$ cat config.mk
export PLATFORM = sky130hd
export DESIGN_NAME = trsc_top
export DESIGN_NICKNAME = d
export VERILOG_FILES = /design/src/common/trsc_pkg.sv /design/src/design/trsc_top.sv /design/src/design/trsc_gr_io.sv
export SDC_FILE = /design/constraint.sdc
export NUM_CORES = 1
export LEC_CHECK = 0
export ABC_AREA = 1
export BUFFER_PORTS_ARGS = -buffer_cell sky130_fd_sc_hd__buf_2
export CAP_MARGIN = 0
export CELL_PAD_IN_SITES_DETAIL_PLACEMENT = 1
export CELL_PAD_IN_SITES_GLOBAL_PLACEMENT = 2
export CORE_MARGIN = 10
export CORE_UTILIZATION = 30
export DETAILED_ROUTE_END_ITERATION = 10
export GPL_ROUTABILITY_DRIVEN = 0
export PLACE_DENSITY = 0.85
export REMOVE_ABC_BUFFERS = 1
export SETUP_SLACK_MARGIN = 0.3
export SYNTH_ARGS = -nofsm -noshare
export SYNTH_HDL_FRONTEND = slang
export SYNTH_SLANG_ARGS = --single-unit
$ cat constraint.sdc
create_clock -name clk_i -period 1.2 [get_ports clk_i]
set_input_delay 0.12 -clock clk_i [delete_from_list [all_inputs] [get_ports clk_i]]
set_output_delay 0.12 -clock clk_i [all_outputs]
set_load 0.01 [all_outputs]
$ cat src/common/trsc_pkg.sv
// Shared constants and types for the timer run, sync and pin-function control block
package trsc_pkg;

    // Channel counts
    localparam int NCH   = 4;
    localparam int NSYNC = 5;
    localparam int NGR   = 2 * NCH;

    // Register byte addresses
    localparam logic [7:0] OFS_RUN  = 8'h00;
    localparam logic [7:0] OFS_SYNC = 8'h04;
    localparam logic [7:0] OFS_IOC0 = 8'h08;
    localparam logic [7:0] OFS_STEP = 8'h04;

    // Reset values
    localparam logic [3:0] RUN_RST  = 4'h0;
    localparam logic [4:0] SYNC_RST = 5'h00;
    localparam logic [2:0] FN_RST   = 3'h0;

    // Fixed read-back bits; the undefined top bits are shown as 1
    localparam logic [2:0] SYNC_FIXED = 3'h7;
    localparam logic       IOC_B7_RD  = 1'b1;
    localparam logic       IOC_B3_RD  = 1'b1;

    // Field positions in the pin-function register, plus the sync register top bit
    localparam int IOC_A_LSB = 0;
    localparam int IOC_B3    = 3;
    localparam int IOC_B_LSB = 4;
    localparam int IOC_B7    = 7;
    localparam int SYNC_MSB  = 7;

    // General register roles
    typedef enum logic [2:0] {
        TRSC_FN_OFF      = 3'h0,
        TRSC_FN_CLR      = 3'h1,
        TRSC_FN_SET      = 3'h2,
        TRSC_FN_TOG      = 3'h3,
        TRSC_FN_CAP_RISE = 3'h4,
        TRSC_FN_CAP_FALL = 3'h5,
        TRSC_FN_CAP_BOTH = 3'h6,
        TRSC_FN_RSV      = 3'h7
    } trsc_fn_e;

    // Register port request
    typedef struct packed {
        logic [7:0] addr;
        logic [7:0] wdata;
        logic       wr;
        logic       rd;
    } trsc_bus_s;

    // Timer pin drive
    typedef struct packed {
        logic out;
        logic oe;
    } trsc_pin_s;

endpackage

$ cat src/design/trsc_top.sv
// Timer run, channel sync and general register pin-function control
// Functional notes
// Run bit per channel starts/stops its counter
// Sync register selects synchronised channels 0-4
// Reset and standby clear sync selects
// B-field 000 is compare, pin undriven
// B-field 001/010/011 clear/set/toggle pin
// B-field 100/101 capture on rise/fall
// B-field 110 captures on both edges
// Compare pin holds low until first match
// Channel 2 B-field toggle drives high instead; its A-field still toggles
// Control bit 7 ignores writes, reads undefined
// Control bit 3 reads one; write one
// A-field uses same encodings as B
// Synced channels write/clear/start together
`timescale 1ns/1ps
module trsc_top (
    // Clock and reset
    input  wire logic                          clk_i,
    input  wire logic                          rst_n_i,
    input  wire logic                          standby_i,
    // Register port
    input  wire trsc_pkg::trsc_bus_s           bus_i,
    output logic [7:0]                         rdata_o,
    // Counter side
    output logic [trsc_pkg::NCH-1:0]           run_o,
    input  wire logic [trsc_pkg::NSYNC-1:0]    cnt_wr_req_i,
    input  wire logic [trsc_pkg::NSYNC-1:0]    cnt_clr_req_i,
    output logic [trsc_pkg::NSYNC-1:0]         cnt_wr_o,
    output logic [trsc_pkg::NSYNC-1:0]         cnt_clr_o,
    // Compare and capture, index 2*ch is A, 2*ch+1 is B
    input  wire logic [trsc_pkg::NGR-1:0]      match_i,
    output logic [trsc_pkg::NGR-1:0]           cap_o,
    // Timer pins
    input  wire logic [trsc_pkg::NGR-1:0]      pin_i,
    output trsc_pkg::trsc_pin_s [trsc_pkg::NGR-1:0] pin_o
);

    // Registers
    logic [trsc_pkg::NCH-1:0]   run_r;
    logic [trsc_pkg::NCH-1:0]   run_nxt;
    logic [trsc_pkg::NSYNC-1:0] sync_r;
    logic [trsc_pkg::NSYNC-1:0] sync_nxt;
    logic [2:0]                 fn_a_r [trsc_pkg::NCH];
    logic [2:0]                 fn_b_r [trsc_pkg::NCH];
    logic [7:0]                 rdata_r;
    logic [7:0]                 rdata_nxt;
    logic [trsc_pkg::NSYNC-1:0] cnt_wr_r;
    logic [trsc_pkg::NSYNC-1:0] cnt_clr_r;

    // Address decode
    wire logic                 wr_run_w  = bus_i.wr && bus_i.addr == trsc_pkg::OFS_RUN;
    wire logic                 wr_sync_w = bus_i.wr && bus_i.addr == trsc_pkg::OFS_SYNC;
    wire logic                 rd_run_w  = bus_i.addr == trsc_pkg::OFS_RUN;
    wire logic                 rd_sync_w = bus_i.addr == trsc_pkg::OFS_SYNC;
    logic [trsc_pkg::NCH-1:0]  ioc_hit_w;

    function automatic logic [7:0] ioc_addr(input int ch);
        return trsc_pkg::OFS_IOC0 + 8'(ch) * trsc_pkg::OFS_STEP;
    endfunction

    // Spread a request over the whole sync group when any member raises it
    function automatic logic [trsc_pkg::NSYNC-1:0] group_spread(
        input logic [trsc_pkg::NSYNC-1:0] req,
        input logic [trsc_pkg::NSYNC-1:0] sel
    );
        return req | (sel & {trsc_pkg::NSYNC{|(req & sel)}});
    endfunction

    genvar g;
    generate
        for (g = 0; g < trsc_pkg::NCH; g++) begin : g_dec
            assign ioc_hit_w[g] = bus_i.addr == ioc_addr(g);
        end
    endgenerate

    // Run bits: a start on one synced channel starts the whole group
    wire logic [trsc_pkg::NSYNC-1:0] run_wr_w =
        {1'b0, bus_i.wdata[trsc_pkg::NCH-1:0]};
    wire logic [trsc_pkg::NSYNC-1:0] run_spread_w =
        group_spread(run_wr_w, sync_r);

    assign run_nxt  = wr_run_w ? run_spread_w[trsc_pkg::NCH-1:0] : run_r;
    assign sync_nxt = wr_sync_w ? bus_i.wdata[trsc_pkg::NSYNC-1:0] : sync_r;

    // Read mux; unmapped addresses read zero
    logic [7:0] ioc_rd_w;

    always_comb begin
        ioc_rd_w = 8'h00;
        for (int c = 0; c < trsc_pkg::NCH; c++) begin
            if (ioc_hit_w[c]) begin
                ioc_rd_w = {trsc_pkg::IOC_B7_RD, fn_b_r[c],
                            trsc_pkg::IOC_B3_RD, fn_a_r[c]};
            end
        end
    end

    always_comb begin
        rdata_nxt = 8'h00;
        if (bus_i.rd) begin
            if (rd_run_w) begin
                rdata_nxt = {4'h0, run_r};
            end else if (rd_sync_w) begin
                rdata_nxt = {trsc_pkg::SYNC_FIXED, sync_r};
            end else begin
                rdata_nxt = ioc_rd_w;
            end
        end
    end

    always_ff @(posedge clk_i or negedge rst_n_i) begin
        if (!rst_n_i) begin
            run_r <= trsc_pkg::RUN_RST;
        end else begin
            run_r <= run_nxt;
        end
    end

    // Standby clears the selects just as reset does
    always_ff @(posedge clk_i or negedge rst_n_i) begin
        if (!rst_n_i) begin
            sync_r <= trsc_pkg::SYNC_RST;
        end else if (standby_i) begin
            sync_r <= trsc_pkg::SYNC_RST;
        end else begin
            sync_r <= sync_nxt;
        end
    end

    // Bits 7 and 3 are not stored, so writes to them vanish
    always_ff @(posedge clk_i or negedge rst_n_i) begin
        if (!rst_n_i) begin
            for (int c = 0; c < trsc_pkg::NCH; c++) begin
                fn_a_r[c] <= trsc_pkg::FN_RST;
                fn_b_r[c] <= trsc_pkg::FN_RST;
            end
        end else begin
            for (int c = 0; c < trsc_pkg::NCH; c++) begin
                if (bus_i.wr && ioc_hit_w[c]) begin
                    fn_a_r[c] <= bus_i.wdata[trsc_pkg::IOC_A_LSB +: 3];
                    fn_b_r[c] <= bus_i.wdata[trsc_pkg::IOC_B_LSB +: 3];
                end
            end
        end
    end

    always_ff @(posedge clk_i or negedge rst_n_i) begin
        if (!rst_n_i) begin
            rdata_r   <= 8'h00;
            cnt_wr_r  <= '0;
            cnt_clr_r <= '0;
        end else begin
            rdata_r   <= rdata_nxt;
            cnt_wr_r  <= group_spread(cnt_wr_req_i, sync_r);
            cnt_clr_r <= group_spread(cnt_clr_req_i, sync_r);
        end
    end

    // One compare/capture unit per general register
    generate
        for (g = 0; g < trsc_pkg::NCH; g++) begin : g_ch
            trsc_gr_io #(
                .NO_TOGGLE (1'b0)
            ) u_gr_a (
                .clk_i   (clk_i),
                .rst_n_i (rst_n_i),
                .fn_i    (fn_a_r[g]),
                .match_i (match_i[2*g]),
                .pin_i   (pin_i[2*g]),
                .pin_o   (pin_o[2*g]),
                .cap_o   (cap_o[2*g])
            );
            trsc_gr_io #(
                .NO_TOGGLE (g == 2)
            ) u_gr_b (
                .clk_i   (clk_i),
                .rst_n_i (rst_n_i),
                .fn_i    (fn_b_r[g]),
                .match_i (match_i[2*g+1]),
                .pin_i   (pin_i[2*g+1]),
                .pin_o   (pin_o[2*g+1]),
                .cap_o   (cap_o[2*g+1])
            );
        end
    endgenerate

    assign run_o     = run_r;
    assign rdata_o   = rdata_r;
    assign cnt_wr_o  = cnt_wr_r;
    assign cnt_clr_o = cnt_clr_r;

    // Checks

    AST_RUN_WRITE: assert property (@(posedge clk_i) disable iff (!rst_n_i)
        wr_run_w && sync_r == '0 |=> run_o == $past(bus_i.wdata[3:0]))
        else $error("run bits do not follow the write");

    AST_RUN_HOLD: assert property (@(posedge clk_i) disable iff (!rst_n_i)
        !wr_run_w |=> $stable(run_o))
        else $error("run bits changed without a write");

    AST_SYNC_READ: assert property (@(posedge clk_i) disable iff (!rst_n_i)
        wr_sync_w && !standby_i ##1 (bus_i.rd && rd_sync_w && !standby_i)
        |=> rdata_o[4:0] == $past(bus_i.wdata[4:0], 2))
        else $error("sync select read-back mismatch");

    AST_SYNC_STANDBY: assert property (@(posedge clk_i) disable iff (!rst_n_i)
        standby_i ##1 (bus_i.rd && rd_sync_w)
        |=> rdata_o == {trsc_pkg::SYNC_FIXED, trsc_pkg::SYNC_RST})
        else $error("standby did not clear sync selects");

    AST_IOC_FIXED: assert property (@(posedge clk_i) disable iff (!rst_n_i)
        bus_i.rd && (|ioc_hit_w) |=> rdata_o[trsc_pkg::IOC_B3]
        && rdata_o[trsc_pkg::IOC_B7] == trsc_pkg::IOC_B7_RD)
        else $error("reserved control bits read wrong");

    AST_IOC_A_FIELD: assert property (@(posedge clk_i) disable iff (!rst_n_i)
        bus_i.wr && ioc_hit_w[0] ##1 (bus_i.rd && ioc_hit_w[0] && !bus_i.wr)
        |=> rdata_o[2:0] == $past(bus_i.wdata[2:0], 2))
        else $error("A function field read-back mismatch");

    AST_SYNC_CLR: assert property (@(posedge clk_i) disable iff (!rst_n_i)
        (cnt_clr_req_i & sync_r) != '0 |=> (cnt_clr_o & $past(sync_r)) == $past(sync_r))
        else $error("clear not spread to all synced channels");

    AST_RD_ONE_CYCLE: assert property (@(posedge clk_i) disable iff (!rst_n_i)
        !bus_i.rd |=> rdata_o == 8'h00)
        else $error("read data present outside the answer cycle");

endmodule

$ cat src/design/trsc_gr_io.sv
// Compare-output and input-capture logic for one general register and its pin
`timescale 1ns/1ps
module trsc_gr_io #(
    parameter logic NO_TOGGLE = 1'b0
) (
    // Clock and reset
    input  wire logic               clk_i,
    input  wire logic               rst_n_i,
    // Configuration
    input  wire logic [2:0]         fn_i,
    // Timer events
    input  wire logic               match_i,
    input  wire logic               pin_i,
    // Results
    output trsc_pkg::trsc_pin_s     pin_o,
    output logic                    cap_o
);

    function automatic logic is_out_fn(input logic [2:0] f);
        return (f == trsc_pkg::TRSC_FN_CLR) || (f == trsc_pkg::TRSC_FN_SET)
            || (f == trsc_pkg::TRSC_FN_TOG);
    endfunction

    logic level_r;
    logic level_nxt;
    logic oe_r;
    logic prev_r;
    logic cap_r;
    logic cap_nxt;

    wire logic rise_w = pin_i & ~prev_r;
    wire logic fall_w = ~pin_i & prev_r;

    always_comb begin
        level_nxt = level_r;
        if (match_i && is_out_fn(fn_i)) begin
            case (fn_i)
                trsc_pkg::TRSC_FN_CLR: level_nxt = 1'b0;
                trsc_pkg::TRSC_FN_SET: level_nxt = 1'b1;
                // With NO_TOGGLE set (channel 2 B register) toggle drives high instead
                trsc_pkg::TRSC_FN_TOG: level_nxt = NO_TOGGLE ? 1'b1 : ~level_r;
                default:               level_nxt = level_r;
            endcase
        end
    end

    always_comb begin
        case (fn_i)
            trsc_pkg::TRSC_FN_CAP_RISE: cap_nxt = rise_w;
            trsc_pkg::TRSC_FN_CAP_FALL: cap_nxt = fall_w;
            trsc_pkg::TRSC_FN_CAP_BOTH: cap_nxt = rise_w | fall_w;
            default:                    cap_nxt = 1'b0;
        endcase
    end

    // Level starts low and only a match moves it
    always_ff @(posedge clk_i or negedge rst_n_i) begin
        if (!rst_n_i) begin
            level_r <= 1'b0;
            oe_r    <= 1'b0;
            prev_r  <= 1'b0;
            cap_r   <= 1'b0;
        end else begin
            level_r <= level_nxt;
            oe_r    <= is_out_fn(fn_i);
            prev_r  <= pin_i;
            cap_r   <= cap_nxt;
        end
    end

    assign pin_o.out = level_r;
    assign pin_o.oe  = oe_r;
    assign cap_o     = cap_r;

    AST_OFF_NO_DRIVE: assert property (@(posedge clk_i) disable iff (!rst_n_i)
        fn_i == trsc_pkg::TRSC_FN_OFF |=> !pin_o.oe)
        else $error("pin driven while compare output disabled");

    AST_CLR_LOW: assert property (@(posedge clk_i) disable iff (!rst_n_i)
        match_i && fn_i == trsc_pkg::TRSC_FN_CLR |=> pin_o.oe && !pin_o.out)
        else $error("clear-on-match did not drive low");

    AST_SET_HIGH: assert property (@(posedge clk_i) disable iff (!rst_n_i)
        match_i && (fn_i == trsc_pkg::TRSC_FN_SET
        || (NO_TOGGLE && fn_i == trsc_pkg::TRSC_FN_TOG)) |=> pin_o.out)
        else $error("set-on-match did not drive high");

    AST_TOGGLE: assert property (@(posedge clk_i) disable iff (!rst_n_i)
        match_i && !NO_TOGGLE && fn_i == trsc_pkg::TRSC_FN_TOG
        |=> pin_o.out != $past(pin_o.out))
        else $error("toggle-on-match did not invert");

    AST_HOLD_NO_MATCH: assert property (@(posedge clk_i) disable iff (!rst_n_i)
        !match_i |=> $stable(pin_o.out))
        else $error("pin level moved without a match");

    AST_CAP_RISE: assert property (@(posedge clk_i) disable iff (!rst_n_i)
        fn_i == trsc_pkg::TRSC_FN_CAP_RISE ##1
        ($rose(pin_i) && $stable(fn_i)) |=> cap_o)
        else $error("rising edge not captured");

    AST_CAP_BOTH: assert property (@(posedge clk_i) disable iff (!rst_n_i)
        fn_i == trsc_pkg::TRSC_FN_CAP_BOTH ##1
        (!$stable(pin_i) && $stable(fn_i)) |=> cap_o)
        else $error("edge not captured in both-edge mode");

endmodule

==> impl_metrics.tcl <==
set metrics [dict create \
    status "finished, violations left" \
    violations "setup timing" \
    cp_data_arrival_time_ns 1.49 \
    yosysMostFrequentCell "dfrtp_1" \
    p_seq_frac 0.412 \
    cellLeakagePower_nw 3.37 \
    slew_viol_final 0 \
    clockBufferDepth 2 \
    antenna_found_initial 1 \
    die_w_um 139 \
    post_dp_cell_area_um2 4890 \
    grt_util_all_layers 0.143 \
    cts_sinks 83 \
    synth_common_cells "dfrtp_1, nand2_1, inv_1" \
    synth_top_cell_area_share 0.489 \
    clkPwrFrac 0.433 \
    hp-class "input pin to register" \
    fin_skew_ns 0.00704 \
    synth_area_leaders "dfrtp_1, nand2_1, inv_1, o21ai_2, ha_1" \
    synthMuxAreaShare 0.0165 \
    fin_tns_setup_ns -0.356 \
    tightest_slew_ns 0.479 \
    routedWlPerCell_um 19.7 \
    rsz0062_at_grt "true" \
    min_path_cells 3 \
    clkLatencyLatePin_ns 0.36 \
    finalInstanceArea_um2 6820 \
    finalSetupViolCount 11 \
    ios 93 \
    finalHoldViolCount 0 \
    overflow 0 \
    drtIter0Drc 209 \
    synth_edf_count 0 \
    setup_ws_ns -0.0560 \
    post_synth_fa_ha_maj_area_fraction 0.0472 \
    worst_r2r_path_depth 5 \
    syn_area_um2 4250 \
    synthXorXnorAreaFrac 0 \
    p_switching_mw 1.89 \
    slew_headroom 0.681 \
    layout_min_cycle_time_ns 1.26 \
    synth_compound_area_frac 0.149 \
    synth_ff_type "dfrtp_1" \
    synthCells 458 \
    path_class "register to register" \
    cp-start-kind "register" \
    grt_max_degree 84 \
    ys_ff_latch 83 \
    r2r_setup_slack_ns -0.06 \
    area_growth_pct 60.7 \
    powerDensity_nw_per_um2 1090 \
    cp_data_required_time_ns 1.44 \
    clkSlewWorstSetupHoldPaths_ns 0.06 \
    cts_tree "done" \
    cell_internal_pwr_mw 5.56 \
    post-synth-top-area-cell "dfrtp_1" \
    swShare 0.254 \
    fmax_ghz 0.796 \
    pre_cts_ws_ns -0.225 \
    fin_nets 705 \
    vdd_drop_max_uv 588 \
    vias 3986 \
    yosys_warnings 0 \
    hpwl_um 9390 \
    h-tree-depth 3 \
    drc 0 \
    io_buffers 91 \
    cts-root-buf "clkbuf_16" \
    synth_cell_types 31 \
    grt_first_pass_wirelength_um 22200 \
    drt_first_pass_iters 4 \
    ant_nets 0 \
    coreArea_um2 13900 \
    vias_per_cell 4.81 \
    cp_max_fo 5 \
    fill_cells 1561 \
    rows 43 \
    start_util 0.306 \
    cts-buffers-inserted 9 \
    final.period_utilization 1.05 \
    die_y_um 139 \
    grt_pass1_vias 4231 \
    cap_violations 0 \
    drive_above_1_share 0.589 \
    synth_top_family_by_area "simple AND/OR/NAND/NOR gates" \
    worst_setup_path_end_kind "register" \
    die_area_um2 19300 \
    ys_async_sr_fraction 1.00 \
    synth-simple-area-share 0.180 \
    wirelength_um 16300 \
    synth.avg_cell_area_um2 9.27 \
    yosysSeqAreaShare 0.489 \
    combPwrFrac 0.155 \
]
worst paths after layout:
| path | start | end |
|---|---|---|
| min | bus_i[4] | sync_r[2]$_DFFE_PN0P_ |
| min in group asynchronous | rst_n_i | g_ch[2].u_gr_a.prev_r$_DFF_PN0_ |
| max | sync_r[0]$_DFFE_PN0P_ | cnt_wr_o[3]$_DFF_PN0_ |
| max reg2reg | sync_r[0]$_DFFE_PN0P_ | cnt_wr_o[3]$_DFF_PN0_ |
| min reg2reg | fn_a_r[2]$_DFFE_PN0P_ | g_ch[3].u_gr_a.oe_r$_DFF_PN0_ |
| max in group asynchronous | rst_n_i | fn_a_r[11]$_DFFE_PN0P_ |
stage by stage:
stage	hold slack, ns	utilization	power (mW)	instances
after floorplan	-0.176	-	3.40	430
after global placement	0.194	0.352	3.77	724
after detailed placement	0.199	0.352	3.81	724
after CTS	-0.0957	0.440	7.29	799
after global routing	0.0506	0.491	7.74	828
final	0.0320	0.491	7.45	828
state kept, by name, indices dropped and copies added (netlist names):
| register | flops |
|---|---|
| g_ch.u_gr_b.oe_r | 4 |
| sync_r | 5 |
| rdata_o | 8 |
| cnt_clr_o | 5 |
| g_ch.u_gr_a.prev_r | 4 |
| g_ch.u_gr_a.cap_o | 4 |
| cnt_wr_o | 5 |
| g_ch.u_gr_b.level_r | 4 |
| g_ch.u_gr_a.oe_r | 4 |
| fn_a_r | 12 |
| g_ch.u_gr_b.prev_r | 4 |
| fn_b_r | 12 |
| g_ch.u_gr_b.cap_o | 4 |
| g_ch.u_gr_a.level_r | 4 |
| run_o | 4 |
placed cells by master, fill, tap and decap left out, types with 7 or more instances in the layout:
cell type | Yosys | layout
nand2_1 | 68 | 45
nor2_1 | 34 | 14
nand3_1 | 15 | 7
dlygate4sd3_1 | 0 | 17
nand2_4 | 1 | 13
mux2i_1 | 7 | 7
o21ai_2 | 23 | 33
dfrtp_2 | 0 | 17
buf_6 | 4 | 42
inv_2 | 6 | 12
nand2_2 | 12 | 25
inv_1 | 66 | 54
dfrtp_1 | 83 | 66
a21oi_1 | 24 | 15
buf_2 | 0 | 66
nor2_4 | 9 | 21
a21oi_2 | 0 | 8
clkbuf_16 | 0 | 9
buf_4 | 24 | 68
o21ai_1 | 11 | 13
nor2_2 | 0 | 8
nand3_2 | 3 | 8
ha_1 | 16 | 10
power groups by stage:
stage,Clock [mW],Combinational (mW),Sequential (mW)
5_1_grt,3.40,1.25,3.08
3_5_place_dp,0,0.716,3.09
2_1_floorplan,0,0.291,3.11
3_3_place_gp,0,0.686,3.08
4_1_cts,3.28,0.960,3.04
6_report,3.22,1.15,3.07
critical path, stage by stage, from the launching register on:
cell      delay, ns
dfrtp_1        0.42
inv_4          0.12
o22ai_4        0.09
a211oi_2       0.23
buf_4          0.19
o21ai_1        0.07
area by class of cell:
cell class              count  area, um^2  share of cell area
multi-input cells         278        2310               0.338
diodes                      1        2.50            0.000367
flip-flops and latches     83        2100               0.308
clock buffers              11         243              0.0356
clock inverters             5         100              0.0147
repair buffers            197        1550               0.227
well taps                 180         225              0.0330
inverters                  73         299              0.0438
per-layer routing:
layer	global-route usage	vias up	routed length, um
li1	-	1842	-
met1	0.152	2031	6260
met2	0.264	84	9110
met3	0.0408	29	578
met4	0.0478	0	367
met5	0	-	0
logic make-up (layout without fill, tap and decap cells):
logic type               count (synthesis)  count (layout)
adder cells (fa/ha/maj)                 16              16
flip-flops                              83              83
AO/OA/AOI/OAI                           98              98
AND/OR/NAND/NOR                        153             157
multiplexers                             7               7
other                                    0               1
buffers and inverters                  101             286
timing repair:
action,4_1_cts,5_1_grt
pin swaps,47,43
hold buffers,16,1
buffers inserted,43,23
cloned,0,4
hold endpoints to repair,99,1
endpoints found under the setup margin,112,108
resized for setup,116,115
No activity file was read; power rests on OpenSTA's default activity.
